### src/include/ptp_time_pkg.sv
// Package with the register map, field layouts and constants of the system time block.
package ptp_time_pkg;

    // --------------------
    // Register offsets (byte addresses on the plain register port).
    // --------------------
    localparam logic [7:0] REG_CONTROL    = 8'h00; // Mode and pulse settings.
    localparam logic [7:0] REG_SECONDS    = 8'h04; // Current seconds, read only.
    localparam logic [7:0] REG_SUBSEC     = 8'h08; // Current subseconds, read only.
    localparam logic [7:0] REG_LOAD_SEC   = 8'h0c; // Seconds operand for load or adjust.
    localparam logic [7:0] REG_LOAD_SUB   = 8'h10; // Subseconds operand for load or adjust.
    localparam logic [7:0] REG_COMMAND    = 8'h14; // Load, adjust, target enable and cancel.
    localparam logic [7:0] REG_TARGET_SEC = 8'h18; // Target seconds.
    localparam logic [7:0] REG_TARGET_SUB = 8'h1c; // Target subseconds.
    localparam logic [7:0] REG_SUB_INC    = 8'h20; // Subsecond increment per tick.
    localparam logic [7:0] REG_ADDEND     = 8'h24; // Fine update accumulator addend.
    localparam logic [7:0] REG_EVENT_STAT = 8'h28; // Event flags, cleared by reading.

    // --------------------
    // Control register fields.
    // --------------------
    localparam int CTL_DECIMAL_BIT = 0;  // High selects the decimal nanosecond wrap.
    localparam int CTL_FINE_BIT    = 1;  // High selects fine update through the addend.
    localparam int CTL_FREQ_LSB    = 4;  // Pulse frequency setting, four bits.
    localparam int CTL_USAGE_LSB   = 8;  // Target usage, two bits.
    localparam int CTL_ENABLE_BIT  = 12; // High lets the clock run.

    // Command register bits, each a self-clearing action except bit 2, which sets the adjust direction.
    localparam int CMD_LOAD_BIT   = 0;
    localparam int CMD_ADJUST_BIT = 1;
    localparam int CMD_DIR_BIT    = 2;   // High adds the interval, low subtracts it.
    localparam int CMD_WATCH_BIT  = 3;
    localparam int CMD_DISARM_BIT = 4;

    // Event status bits.
    localparam int STAT_WRAP_BIT   = 0;
    localparam int STAT_TARGET_BIT = 1;

    // --------------------
    // Pulse frequency settings and target usage codes.
    // --------------------
    localparam logic [3:0] FREQ_SINGLE  = 4'h0; // One pulse a second.
    localparam logic [3:0] FREQ_ONE_HZ  = 4'h1; // 1 Hz square wave.
    localparam logic [3:0] FREQ_TOP     = 4'hf; // 16384 Hz, power of two wrap only.

    typedef enum logic [1:0] {
        USE_IRQ_ONLY,
        USE_CMD_ONLY,
        USE_IRQ_AND_CMD
    } target_use_t;

    // --------------------
    // Time base constants.
    // --------------------
    localparam logic [31:0] NS_PER_SECOND   = 32'h3b9aca00; // One billion.
    localparam logic [31:0] SUB_INC_RESET   = 32'h00000028; // 40 ns at 25 MHz.
    localparam logic [31:0] ADDEND_RESET    = 32'h00000000;
    localparam int          BIN_SUB_BITS    = 31;           // Power of two wrap width.

    // A time value travels as one packed pair.
    typedef struct packed {
        logic [31:0] sec;
        logic [31:0] sub;
    } sys_time_t;

endpackage : ptp_time_pkg

### src/rtl/ptp_system_time_pps.sv
// System time counter with load, adjust, target compare and pulse output.
// --------------------
// Summary of operation
// [RULE1] Simple mode gives fixed pulse frequencies.
// [RULE2] Single setting: one-clock pulse each second.
// [RULE3] 1 Hz square, not in binary wrap.
// [RULE4] 2 Hz to 16384 Hz in both modes; decimal wrap here stops at 8192 Hz.
// [RULE5] Top 32 kHz setting binary wrap only; here the top setting gives 16384 Hz.
// [RULE6] Binary wrap gives even duty cycle.
// [RULE7] Decimal wrap averages frequency, realigned each second.
// [RULE8] Software reads seconds and subseconds.
// [RULE9] Decimal wrap: subsecond step one nanosecond.
// [RULE10] Binary wrap: subsecond step about 0.46 ns.
// [RULE11] Software may load the time outright.
// [RULE12] Adjust adds or subtracts by direction flag.
// [RULE13] Target interrupt on first increment reaching target.
// [RULE14] Disabling target interrupt cancels pending one.
// [RULE15] Status read returns and clears flags.
// [RULE16] Coarse tick per clock, fine on overflow.
// [RULE17] Target usage: interrupt, command, or both.
// [RULE18] Subseconds wrap at rollover, seconds increment.
// --------------------
//
// The address map and the plain strobed port were chosen for this implementation.
`timescale 1ns/1ns
module ptp_system_time_pps (
    // Clock and reset.
    input  wire logic        clk_sys,
    input  wire logic        rst_b,
    // Register port.
    input  wire logic [7:0]  regAddr,
    input  wire logic [31:0] regWrData,
    input  wire logic        regWrite,
    input  wire logic        regRead,
    output logic [31:0]      regRdData,
    // Event outputs.
    output logic             timeEventIrq,
    output logic             targetCmdTrigger,
    // Pulse pin.
    output logic             ppsOut
);
    import ptp_time_pkg::*;

    // --------------------
    // Reset release.
    // --------------------
    logic rstMeta_q;   // First stage, read only by the second.
    logic rstSync_b;   // Released reset used everywhere else.

    always_ff @(posedge clk_sys or negedge rst_b) begin
        if (!rst_b) begin
            rstMeta_q <= 1'b0;
            rstSync_b <= 1'b0;
        end else begin
            rstMeta_q <= 1'b1;
            rstSync_b <= rstMeta_q;
        end
    end

    // --------------------
    // Software registers.
    // --------------------
    logic [31:0] control_q;     // Mode, frequency, usage and enable.
    sys_time_t   operand_q;     // Load or adjust operand.
    sys_time_t   target_q;      // Target time.
    logic [31:0] subInc_q;      // Subsecond increment per tick.
    logic [31:0] addend_q;      // Fine update addend.
    logic        armed_q;       // Target interrupt armed.
    logic        wrapFlag_q;    // Seconds counter wrapped.
    logic        targetFlag_q;  // Target reached.

    logic        decimalWrap;
    logic        fineMode;
    logic        clockOn;
    target_use_t targetUse;
    logic        wrCmd;
    logic        statRead;

    assign decimalWrap = control_q[CTL_DECIMAL_BIT];
    assign fineMode    = control_q[CTL_FINE_BIT];
    assign clockOn     = control_q[CTL_ENABLE_BIT];
    assign targetUse   = target_use_t'(control_q[CTL_USAGE_LSB +: 2]);
    assign wrCmd       = regWrite && (regAddr == REG_COMMAND);
    assign statRead    = regRead && (regAddr == REG_EVENT_STAT);

    // Plain configuration registers; the command register has no storage.
    always_ff @(posedge clk_sys or negedge rstSync_b) begin
        if (!rstSync_b) begin
            control_q <= 32'h0;
            operand_q <= '0;
            target_q  <= '0;
            subInc_q  <= SUB_INC_RESET;
            addend_q  <= ADDEND_RESET;
        end else if (regWrite) begin
            if (regAddr == REG_CONTROL) begin
                control_q <= regWrData;
            end else if (regAddr == REG_LOAD_SEC) begin
                operand_q.sec <= regWrData;
            end else if (regAddr == REG_LOAD_SUB) begin
                operand_q.sub <= regWrData;
            end else if (regAddr == REG_TARGET_SEC) begin
                target_q.sec <= regWrData;
            end else if (regAddr == REG_TARGET_SUB) begin
                target_q.sub <= regWrData;
            end else if (regAddr == REG_SUB_INC) begin
                subInc_q <= regWrData;
            end else if (regAddr == REG_ADDEND) begin
                addend_q <= regWrData;
            end
        end
    end

    // --------------------
    // Tick generation.
    // --------------------
    logic [31:0] accum_q;   // Fine update accumulator.
    logic [32:0] accumSum;  // Sum with carry out.
    logic        tick;      // One time step.

    assign accumSum = {1'b0, accum_q} + {1'b0, addend_q};

    // Coarse steps every clock; fine steps on accumulator carry.
    always_ff @(posedge clk_sys or negedge rstSync_b) begin
        if (!rstSync_b) begin
            accum_q <= 32'h0;
        end else if (clockOn && fineMode) begin
            accum_q <= accumSum[31:0];                      // [RULE16]
        end
    end

    assign tick = clockOn && (fineMode ? accumSum[32] : 1'b1); // [RULE16]

    // --------------------
    // Time counter.
    // --------------------
    sys_time_t   time_q;     // Running system time.
    sys_time_t   time_d;     // Next system time.
    logic [31:0] subLimit;   // Rollover point of the subsecond count.
    logic [32:0] subSum;     // Subseconds plus increment.
    logic [32:0] adjSub;     // Adjusted subseconds before correction.
    logic [31:0] adjSec;     // Adjusted seconds before borrow or carry.
    logic        secWrap;    // Seconds counter passes all ones.
    logic        secStep;    // A second boundary is crossed this cycle.

    // Decimal wrap counts nanoseconds; binary wrap counts 2^-31 s, about 0.46 ns.
    assign subLimit = decimalWrap ? NS_PER_SECOND                    // [RULE9]
                                  : 32'(64'h1 << BIN_SUB_BITS);      // [RULE10]
    assign subSum   = {1'b0, time_q.sub} + {1'b0, subInc_q};

    // Load wins over adjust, adjust over a tick; a load or adjust skips that tick.
    always_comb begin
        time_d  = time_q;
        secWrap = 1'b0;
        secStep = 1'b0;
        adjSub  = 33'h0;
        adjSec  = 32'h0;
        if (wrCmd && regWrData[CMD_LOAD_BIT]) begin
            time_d = operand_q;                                       // [RULE11]
        end else if (wrCmd && regWrData[CMD_ADJUST_BIT]) begin
            if (regWrData[CMD_DIR_BIT]) begin
                adjSub = {1'b0, time_q.sub} + {1'b0, operand_q.sub};  // [RULE12]
                adjSec = time_q.sec + operand_q.sec;
                if (adjSub >= {1'b0, subLimit}) begin
                    adjSub = adjSub - {1'b0, subLimit};
                    adjSec = adjSec + 32'h1;
                end
            end else begin
                adjSub = {1'b0, time_q.sub} - {1'b0, operand_q.sub};  // [RULE12]
                adjSec = time_q.sec - operand_q.sec;
                if (adjSub[32]) begin
                    adjSub = adjSub + {1'b0, subLimit};
                    adjSec = adjSec - 32'h1;
                end
            end
            time_d.sub = adjSub[31:0];
            time_d.sec = adjSec;
        end else if (tick) begin
            if (subSum >= {1'b0, subLimit}) begin
                time_d.sub = 32'(subSum - {1'b0, subLimit});          // [RULE18]
                time_d.sec = time_q.sec + 32'h1;
                secStep    = 1'b1;
                secWrap    = (time_q.sec == 32'hffffffff);
            end else begin
                time_d.sub = subSum[31:0];
            end
        end
    end

    always_ff @(posedge clk_sys or negedge rstSync_b) begin
        if (!rstSync_b) begin
            time_q <= '0;
        end else begin
            time_q <= time_d;                                         // [RULE8]
        end
    end

    // ------------------------------------------------------------------
    // Target comparison.
    // ------------------------------------------------------------------
    logic reached;   // Time reaches target on this increment.
    logic useIrq;
    logic useCmd;

    assign reached = tick && !wrCmd && (time_d >= target_q) && !(time_q >= target_q);
    assign useIrq  = (targetUse != USE_CMD_ONLY);                     // [RULE17]
    assign useCmd  = (targetUse != USE_IRQ_ONLY);                     // [RULE17]

    // Arming is set by a command and ends when it fires or is disarmed.
    always_ff @(posedge clk_sys or negedge rstSync_b) begin
        if (!rstSync_b) begin
            armed_q <= 1'b0;
        end else if (wrCmd && regWrData[CMD_DISARM_BIT]) begin
            armed_q <= 1'b0;                                          // [RULE14]
        end else if (wrCmd && regWrData[CMD_WATCH_BIT]) begin
            armed_q <= 1'b1;
        end else if (reached && useIrq) begin
            armed_q <= 1'b0;
        end
    end

    // Flags: a set in the same cycle as the clearing read wins.
    always_ff @(posedge clk_sys or negedge rstSync_b) begin
        if (!rstSync_b) begin
            wrapFlag_q   <= 1'b0;
            targetFlag_q <= 1'b0;
        end else begin
            if (secWrap) begin
                wrapFlag_q <= 1'b1;
            end else if (statRead) begin
                wrapFlag_q <= 1'b0;                                   // [RULE15]
            end
            if (reached && armed_q && useIrq) begin
                targetFlag_q <= 1'b1;                                 // [RULE13]
            end else if (statRead) begin
                targetFlag_q <= 1'b0;                                 // [RULE15]
            end
        end
    end

    assign timeEventIrq = wrapFlag_q || targetFlag_q;

    // One-cycle strobe towards the command sequencer outside this block.
    always_ff @(posedge clk_sys or negedge rstSync_b) begin
        if (!rstSync_b) begin
            targetCmdTrigger <= 1'b0;
        end else begin
            targetCmdTrigger <= reached && useCmd;                    // [RULE17]
        end
    end

    // ------------------------------------------------------------------
    // Read data, valid the cycle after the strobe.
    // ------------------------------------------------------------------
    always_ff @(posedge clk_sys or negedge rstSync_b) begin
        if (!rstSync_b) begin
            regRdData <= 32'h0;
        end else if (regRead) begin
            if (regAddr == REG_CONTROL) begin
                regRdData <= control_q;
            end else if (regAddr == REG_SECONDS) begin
                regRdData <= time_q.sec;                              // [RULE8]
            end else if (regAddr == REG_SUBSEC) begin
                regRdData <= time_q.sub;                              // [RULE8]
            end else if (regAddr == REG_LOAD_SEC) begin
                regRdData <= operand_q.sec;
            end else if (regAddr == REG_LOAD_SUB) begin
                regRdData <= operand_q.sub;
            end else if (regAddr == REG_TARGET_SEC) begin
                regRdData <= target_q.sec;
            end else if (regAddr == REG_TARGET_SUB) begin
                regRdData <= target_q.sub;
            end else if (regAddr == REG_SUB_INC) begin
                regRdData <= subInc_q;
            end else if (regAddr == REG_ADDEND) begin
                regRdData <= addend_q;
            end else if (regAddr == REG_EVENT_STAT) begin
                regRdData <= 32'h0;
                regRdData[STAT_WRAP_BIT]   <= wrapFlag_q;             // [RULE15]
                regRdData[STAT_TARGET_BIT] <= targetFlag_q;
            end else begin
                regRdData <= 32'h0;
            end
        end else begin
            regRdData <= 32'h0;
        end
    end

    // ------------------------------------------------------------------
    // Pulse output.
    // ------------------------------------------------------------------
    pulse_freq_gen u_pulse (
        .clk_sys     (clk_sys),
        .rstSync_b   (rstSync_b),
        .subSec      (time_q.sub),
        .secStep     (secStep),
        .decimalWrap (decimalWrap),
        .freqSel     (control_q[CTL_FREQ_LSB +: 4]),
        .ppsOut      (ppsOut)
    );

endmodule : ptp_system_time_pps

### src/rtl/pulse_freq_gen.sv
// Pulse output generator driven by the running subsecond count.
`timescale 1ns/1ns
module pulse_freq_gen (
    // Clock and reset.
    input  wire logic        clk_sys,
    input  wire logic        rstSync_b,
    // Time inputs.
    input  wire logic [31:0] subSec,
    input  wire logic        secStep,
    input  wire logic        decimalWrap,
    input  wire logic [3:0]  freqSel,
    // Pulse pin.
    output logic             ppsOut
);
    import ptp_time_pkg::*;

    // --------------------
    // Phase selection.
    // --------------------
    logic        phaseBit;   // Selected square wave level.
    logic [31:0] scaled;     // Subseconds mapped to a 31-bit binary fraction.
    logic        ppsOut_d;   // Next pulse level.

    // In the decimal wrap the nanosecond count is scaled to a binary fraction; the
    // truncation makes periods uneven, yet the average holds and each second realigns.
    always_comb begin
        if (decimalWrap) begin
            scaled = 32'(({32'h0, subSec} << BIN_SUB_BITS) / {32'h0, NS_PER_SECOND}); // [RULE7]
        end else begin
            scaled = subSec;
        end
        // Bit 30 toggles at 1 Hz, lower bits at higher powers of two.
        phaseBit = scaled[BIN_SUB_BITS - 32'(freqSel)];
    end

    always_comb begin
        if (freqSel == FREQ_SINGLE) begin
            ppsOut_d = secStep;                              // [RULE2]
        end else if (freqSel == FREQ_ONE_HZ && !decimalWrap) begin
            ppsOut_d = 1'b0;                                 // [RULE3]
        end else if (freqSel == FREQ_TOP && decimalWrap) begin
            ppsOut_d = 1'b0;                                 // [RULE5]
        end else begin
            ppsOut_d = ~phaseBit;                            // [RULE4] [RULE6]
        end
    end

    // The pin is registered so it carries no decode glitches.
    always_ff @(posedge clk_sys or negedge rstSync_b) begin
        if (!rstSync_b) begin
            ppsOut <= 1'b0;
        end else begin
            ppsOut <= ppsOut_d;                              // [RULE1]
        end
    end

endmodule : pulse_freq_gen

### config.mk
export PLATFORM = sky130hd
export DESIGN_NAME = ptp_system_time_pps
export DESIGN_NICKNAME = d
export VERILOG_FILES = /design/src/include/ptp_time_pkg.sv /design/src/rtl/ptp_system_time_pps.sv /design/src/rtl/pulse_freq_gen.sv
export SDC_FILE = /design/constraint.sdc
export NUM_CORES = 2
export LEC_CHECK = 0
export BUFFER_PORTS_ARGS = -buffer_cell sky130_fd_sc_hd__buf_2
export CAP_MARGIN = 15
export CORE_ASPECT_RATIO = 1.2
export CORE_UTILIZATION = 35
export CTS_BUF_LIST = sky130_fd_sc_hd__clkbuf_16
export CTS_CLUSTER_DIAMETER = 30
export DETAILED_ROUTE_END_ITERATION = 8
export GPL_TIMING_DRIVEN = 0
export SLEW_MARGIN = 20
export SYNTH_ARGS = -nofsm -noshare
export SYNTH_HDL_FRONTEND = slang
export SYNTH_SLANG_ARGS = --single-unit
### constraint.sdc
create_clock -name clk_sys -period 12.45 [get_ports clk_sys]
set_input_delay 1.245 -clock clk_sys [delete_from_list [all_inputs] [get_ports clk_sys]]
set_output_delay 1.245 -clock clk_sys [all_outputs]
set_load 0.01 [all_outputs]
# Word level (Yosys, flattened, before mapping)
# Index checks and enable logic that the tools add are counted.
# classes
n_addsub	13
div	1
magnitude_cmp	5
n_eq_ne	14
mux	44
bitwise	7
n_reduce_logical	34
# ops
cell	n
2-to-1 mux 32 bit	20
2-to-1 mux 64 bit	3
greater-or-equal comparator 64 bit	2
adder 32 x 32 -> 33 bit	3
subtractor 32 bit	3
greater-or-equal comparator 33 x 32 -> 1 bit	2
adder 32 x 1 -> 32 bit (second input constant)	2
adder 32 bit	2
divider 63 x 30 -> 64 bit (second input constant)	1
subtractor 32 x 32 -> 33 bit	1
== test 32 bit (second input constant)	1
== test 8 x 5 -> 1 bit (second input constant)	4
< comparator 32 x 6 -> 1 bit (second input constant)	1
subtractor 32 x 1 -> 32 bit (second input constant)	1
== test 8 x 6 -> 1 bit (second input constant)	3
2-to-1 mux 1 bit	19
logical AND 1 bit	17
== test 8 x 4 -> 1 bit (second input constant)	2
== test 8 x 3 -> 1 bit (second input constant)	1
logical NOT 8 bit	1
AND reduction 8 bit	1
NOT 1 bit	7
AND reduction 7 bit	1
AND reduction 6 bit	1
15 further kinds	19
# word_totals
register_bits	359
in_bits	44
out_inout_bits	35
wordCells	136

# Logic depth before layout (Yosys ltp)
# logic_depth
ltp_word	13
mapped_depth	123
depth_no_buf	117

# Cells and area by module
# Synthesis repeated with hierarchy kept, for this count alone.
# unflattened
cells_unflattened	6802
hier_area_um2	53297.4
# modules_own_cells
mod	n_inst	cells_per_inst	area_per_inst_um2	seq_area_each_um2
ptp_system_time_pps	1	4025	33975.1	8961.1
pulse_freq_gen	1	2777	19322.3	25.0

# Least setup slack after synthesis
# No wires, ideal clock.
# synth_path
kind	reg2reg
start	register time_q[14] in the netlist's numbering
end	register u_pulse.ppsOut
setup_ns	0.101
arrival_time_ns	25.152
required_ns	12.349
setup_slack_ns	-12.802
path_stages_with_launch	114
n_path_buf	24
period_less_slack_ns	25.252
path_cell_list	dfrtp_1 -> buf_2 -> or2_1 -> o211ai_2 -> a21o_4 -> buf_6 -> nand2_2 -> o32ai_2 -> nand2_2 -> a21oi_4 -> mux2_4 -> and3_1 -> buf_2 -> o2111a_1 -> or4_1 -> a311o_1 -> or4_4 -> a22oi_1 -> (+78 left out) -> ha_1 -> clkbuf_1 -> a21oi_1 -> o31ai_2 -> a21oi_2 -> o21bai_2 -> nand2_1 -> or3_1 -> a41o_1 -> a2111oi_2 -> nand3_1 -> nand2b_4 -> or4b_1 -> a21o_1 -> o21ai_1 -> a21oi_1 -> or4_1 -> o311ai_2
# synth_between
elab_chain_len	8
elab_cells_between_ends	14
cone_classes	1 x add/sub; 1 x div; 1 x order compare; 10 x mux; 1 x bitwise
# synth_rtl
element	line	text
from (decl)	ptp_system_time_pps.sv:136	sys_time_t time_q;
from (signal assigned)	ptp_system_time_pps.sv:193	time_q <= time_d;
divider 63 x 30 -> 64 bit	pulse_freq_gen.sv:28	scaled = 32'(({32'h0, subSec} << BIN_SUB_BITS) / {32'h0, NS_PER_SECOND});
2-to-1 mux 32 bit	pulse_freq_gen.sv:27	if (decimalWrap) begin
binary-select mux 1 bit (select 5 bit)	pulse_freq_gen.sv:33	phaseBit = scaled[BIN_SUB_BITS - 32'(freqSel)];
2-to-1 mux 1 bit (not written as such)	pulse_freq_gen.sv:33	
NOT 1 bit	pulse_freq_gen.sv:44	ppsOut_d = ~phaseBit;
2-to-1 mux 1 bit	pulse_freq_gen.sv:41	end else if (freqSel == FREQ_TOP && decimalWrap) begin
2-to-1 mux 1 bit	pulse_freq_gen.sv:39	end else if (freqSel == FREQ_ONE_HZ && !decimalWrap) begin
2-to-1 mux 1 bit (*)	pulse_freq_gen.sv:37	if (freqSel == FREQ_SINGLE) begin
net u_pulse.ppsOut_d	pulse_freq_gen.sv:22	logic ppsOut_d;
to (signal assigned)	pulse_freq_gen.sv:53	ppsOut <= ppsOut_d;
to (decl)	pulse_freq_gen.sv:13	output logic ppsOut
# The timed path passes the listed nets; every way through them passes the cells marked *. The select of a mux whose other input is x is not followed.
# A chain may end at the register's enable or synchronous reset.

# Worst setup path in the final report
# layout_path
start	register time_q[28] in the netlist's numbering
end	register u_pulse.ppsOut
# Same word-level chain as after synthesis.

==> qor.csv <==
metric,value,unit
number of vias in the routed layout,53600,
critical path class,flip-flop to flip-flop,
die outline height,413,um
worst flop-to-flop path endpoint,u_pulse.ppsOut,
I/O Buffers,75,
num rows,150,
Final Instance Area,62600,um^2
Final TNS setup,-19.19,ns
"CP delay by family, top",compound AO/OA/AOI/OAI gates,
final period utilization,1.98,
share of async-settable or async-resettable flops after synthesis,1.00,
Worst setup EP type,flip-flop,
XOR/XNOR Fraction of Synth Area,0.115,
required time of the worst setup path,12.96,ns
final weighted congestion in routability-driven placement,1.01,
hold-fix buffers at CTS,0,
All-Layer GR Usage,0.283,
"reg-to-reg slack, setup",-12.19,ns
number of DRC violations after detailed-routing iteration 0,4879,
instance area at placement,52900,um^2
RSZ-0062 raised after global routing,yes,
largest family of logic cells by synthesized area,compound AO/OA/AOI/OAI gates,
ports placed on the boundary,79,
final hold vios,0,
crit path time final,24.64,ns
setup slack of the critical path after layout,-12.19,ns
number of global-route vias before repair,52300,
mean number of vias per cell,5.96,
total number of clock tree sinks,359,
H-tree levels,3,
R2R depth,116,
max_slew headroom,0.0894,
initial standard-cell utilization of the core,0.353,
portion of synthesized cell area occupied by the leading cell type,0.181,
Clk Tree Root Cell,sky130_fd_sc_hd__clkbuf_16,
Filler Cell Count,13700,
share of the synthesized area in compound gates (AO/OA/AOI/OAI),0.285,
residual antenna-violating net count after detailed routing,0,
cell count after synthesis,6425,
Synth Area in Adders,0.0979,
Clock Latency Late Sink,0.68,ns
HPWL after detailed placement,159,mm
Clock transition at path regs,0.05,ns
CP max stage delay,0.60,ns
final wirelength,208,mm
worst clock skew,0.0683,ns
crit path buf inv count,27,
number of enable flip-flop cells after synthesis,0,
part of the Yosys area used for sequential elements,0.182,
outcome,finished with violations,
Tightest Hold Check Type,flip-flop to asynchronous set/reset pin,
clock tree from TritonCTS,done,
failing checks,setup timing,
maximum buffer depth of the clock tree,3,
multiplexer fraction of the synthesized cell area,0.0579,
Syn. warnings,0,
cell types with the largest area share after synthesis,"sky130_fd_sc_hd__dfrtp_1, sky130_fd_sc_hd__ha_1, sky130_fd_sc_hd__xnor2_1",
number of synthesized register bits,359,
Worst path slowest cell,sky130_fd_sc_hd__or4_4,
Core ar.,139000,um^2
number of antenna violations at the first check in global routing,20,
commonest cells in the synthesized netlist,"sky130_fd_sc_hd__nand2_1, sky130_fd_sc_hd__nor2_1, sky130_fd_sc_hd__a21oi_1",
die area,142000,um^2
library cells used by synthesis,156,
leading area contributor after synthesis,sky130_fd_sc_hd__dfrtp_1,
residual DRC count,0,
area grow syn2layout,27.1,%
post-synthesis average cell area,7.67,um^2
"share of synthesized cell area in and, or, nand and nor gates",0.210,
total count of max-transition violations in the final report,0,
clock buffer count from CTS,93,
Max Clk Rate,0.0406,GHz
Final setup viols,4,
flip-flop cell with the highest count after synthesis,sky130_fd_sc_hd__dfrtp_1,
total grt overflow,0,
critical register-to-register path startpoint,time_q[28],
data arrival time of the critical path,25.15,ns
maximum capacitance violations,0,
Layout Nets,7494,
post-synthesis cell area,49300,um^2
transition time at the pin with the least slew margin,1.37,ns
overall die width,344,um
global-route wire length before repair,312,mm
proportion of layout cells with a drive suffix above 1,0.230,
maximum fanout encountered on the critical timing path,10,
iteration count of the initial detailed-routing pass,6,
largest net degree at the start of global routing,56,
wire length per cell,23.2,um
Mapped Nets,6847,
critical path launch point type,flip-flop,
layout make-up:
type | count | area (um^2) | area share
clock buffer | 93 | 2330 | 0.0372
inverter | 298 | 1130 | 0.0181
sequential | 359 | 9030 | 0.144
antenna | 10 | 25.0 | 0.000400
tap | 1824 | 2280 | 0.0365
timing repair buffer | 559 | 4290 | 0.0685
clock inverter | 82 | 828 | 0.0132
multi-input combinational | 5462 | 40900 | 0.654
buffer | 299 | 1750 | 0.0279
registers in the layout, indices dropped and copies added, names as in the netlist, 32 cells and up:
signal	flops
operand_q	64
target_q	64
time_q	64
accum_q	32
addend_q	32
control_q	32
regRdData	32
subInc_q	32
metrics by stage:
| step | cells | utilization | hold slack [ns] | setup WS [ns] |
|---|---|---|---|---|
| floorplan | 6425 | - | 0.331 | -11.07 |
| global placement | 8324 | 0.377 | 0.342 | -16.95 |
| detailed placement | 8336 | 0.379 | 0.340 | -17.08 |
| CTS | 8931 | 0.443 | 0.357 | -11.65 |
| global route | 8979 | 0.449 | 0.366 | -13.18 |
| finish | 8986 | 0.449 | 0.349 | -12.19 |
cell families after synthesis:
kind of cell,count (synthesis)
muxes,252
and+or+nand+nor,2111
other,1
AOI/OAI and AO/OA,2078
buffers and inverters,605
adders and majority gates,383
DFF,359
xor gates and xnor gates,636
per-layer routing:
metal / vias to the layer above / global-route usage / routed length [um]
met1: 25900 / 0.332 / 81700
met4: 16 / 0.174 / 14200
met5: - / 0 / 116
li1: 24800 / - / -
met3: 590 / 0.0539 / 15200
met2: 2219 / 0.472 / 96900
worst max path at each step:
| stage | slack, ns | from | cells after the start | end |
|---|---|---|---|---|
| after global placement | -16.95 | time_q[19] | 105 | u_pulse.ppsOut |
| after detailed placement | -17.08 | time_q[19] | 105 | u_pulse.ppsOut |
| after floorplan | -11.07 | time_q[27] | 111 | u_pulse.ppsOut |
| after CTS | -11.65 | time_q[28] | 110 | u_pulse.ppsOut |
| final | -12.19 | time_q[28] | 116 | u_pulse.ppsOut |
| after global routing | -13.18 | time_q[28] | 116 | u_pulse.ppsOut |
worst reg2reg max path: cells and delay by family, from the launching register on:
kind / cells / cell delay, ns
simple gates: 33 / 7.63
mux: 3 / 0.77
xor+xnor: 2 / 0.38
compound gates: 48 / 10.77
fa+ha+maj: 3 / 0.62
flops: 1 / 0.45
buf+inv: 27 / 3.85
timing repair:
item                       CTS  global route
setup buffers              426            45
setup endpoints to repair   10            12
pin swaps                  254            88
resized for setup          511           105
cloned                       2             0
layout by cell type, fill, tap and decap left out, drive strengths merged, types with 32 or more instances in the layout:
cell    netlist  final
o211ai       81     81
and3         46     46
ha          372    372
a31oi        89     89
nand2b       99     99
nor2b        98     98
mux2        178    178
xor2        180    180
o21bai      121    121
clkbuf      200    292
nand3       151    151
a211oi      114    114
nor2        579    579
o31ai        44     44
a22oi        38     38
a21oi       504    504
nor3        147    147
or2          52     52
a21o        100    100
nor4         40     40
dfrtp       357    357
mux2i        66     66
clkinv        5     37
inv         293    321
buf         106    658
o22ai        69     69
nand4        87     87
xnor2       456    456
nand2       582    582
o21a         54     54
a21boi       32     32
or3          63     63
and2         55     55
o21ai       489    490
o221ai       46     46
Power is not shown: default switching activity piles up to over one toggle a cycle in this logic, so the estimate is an artifact.
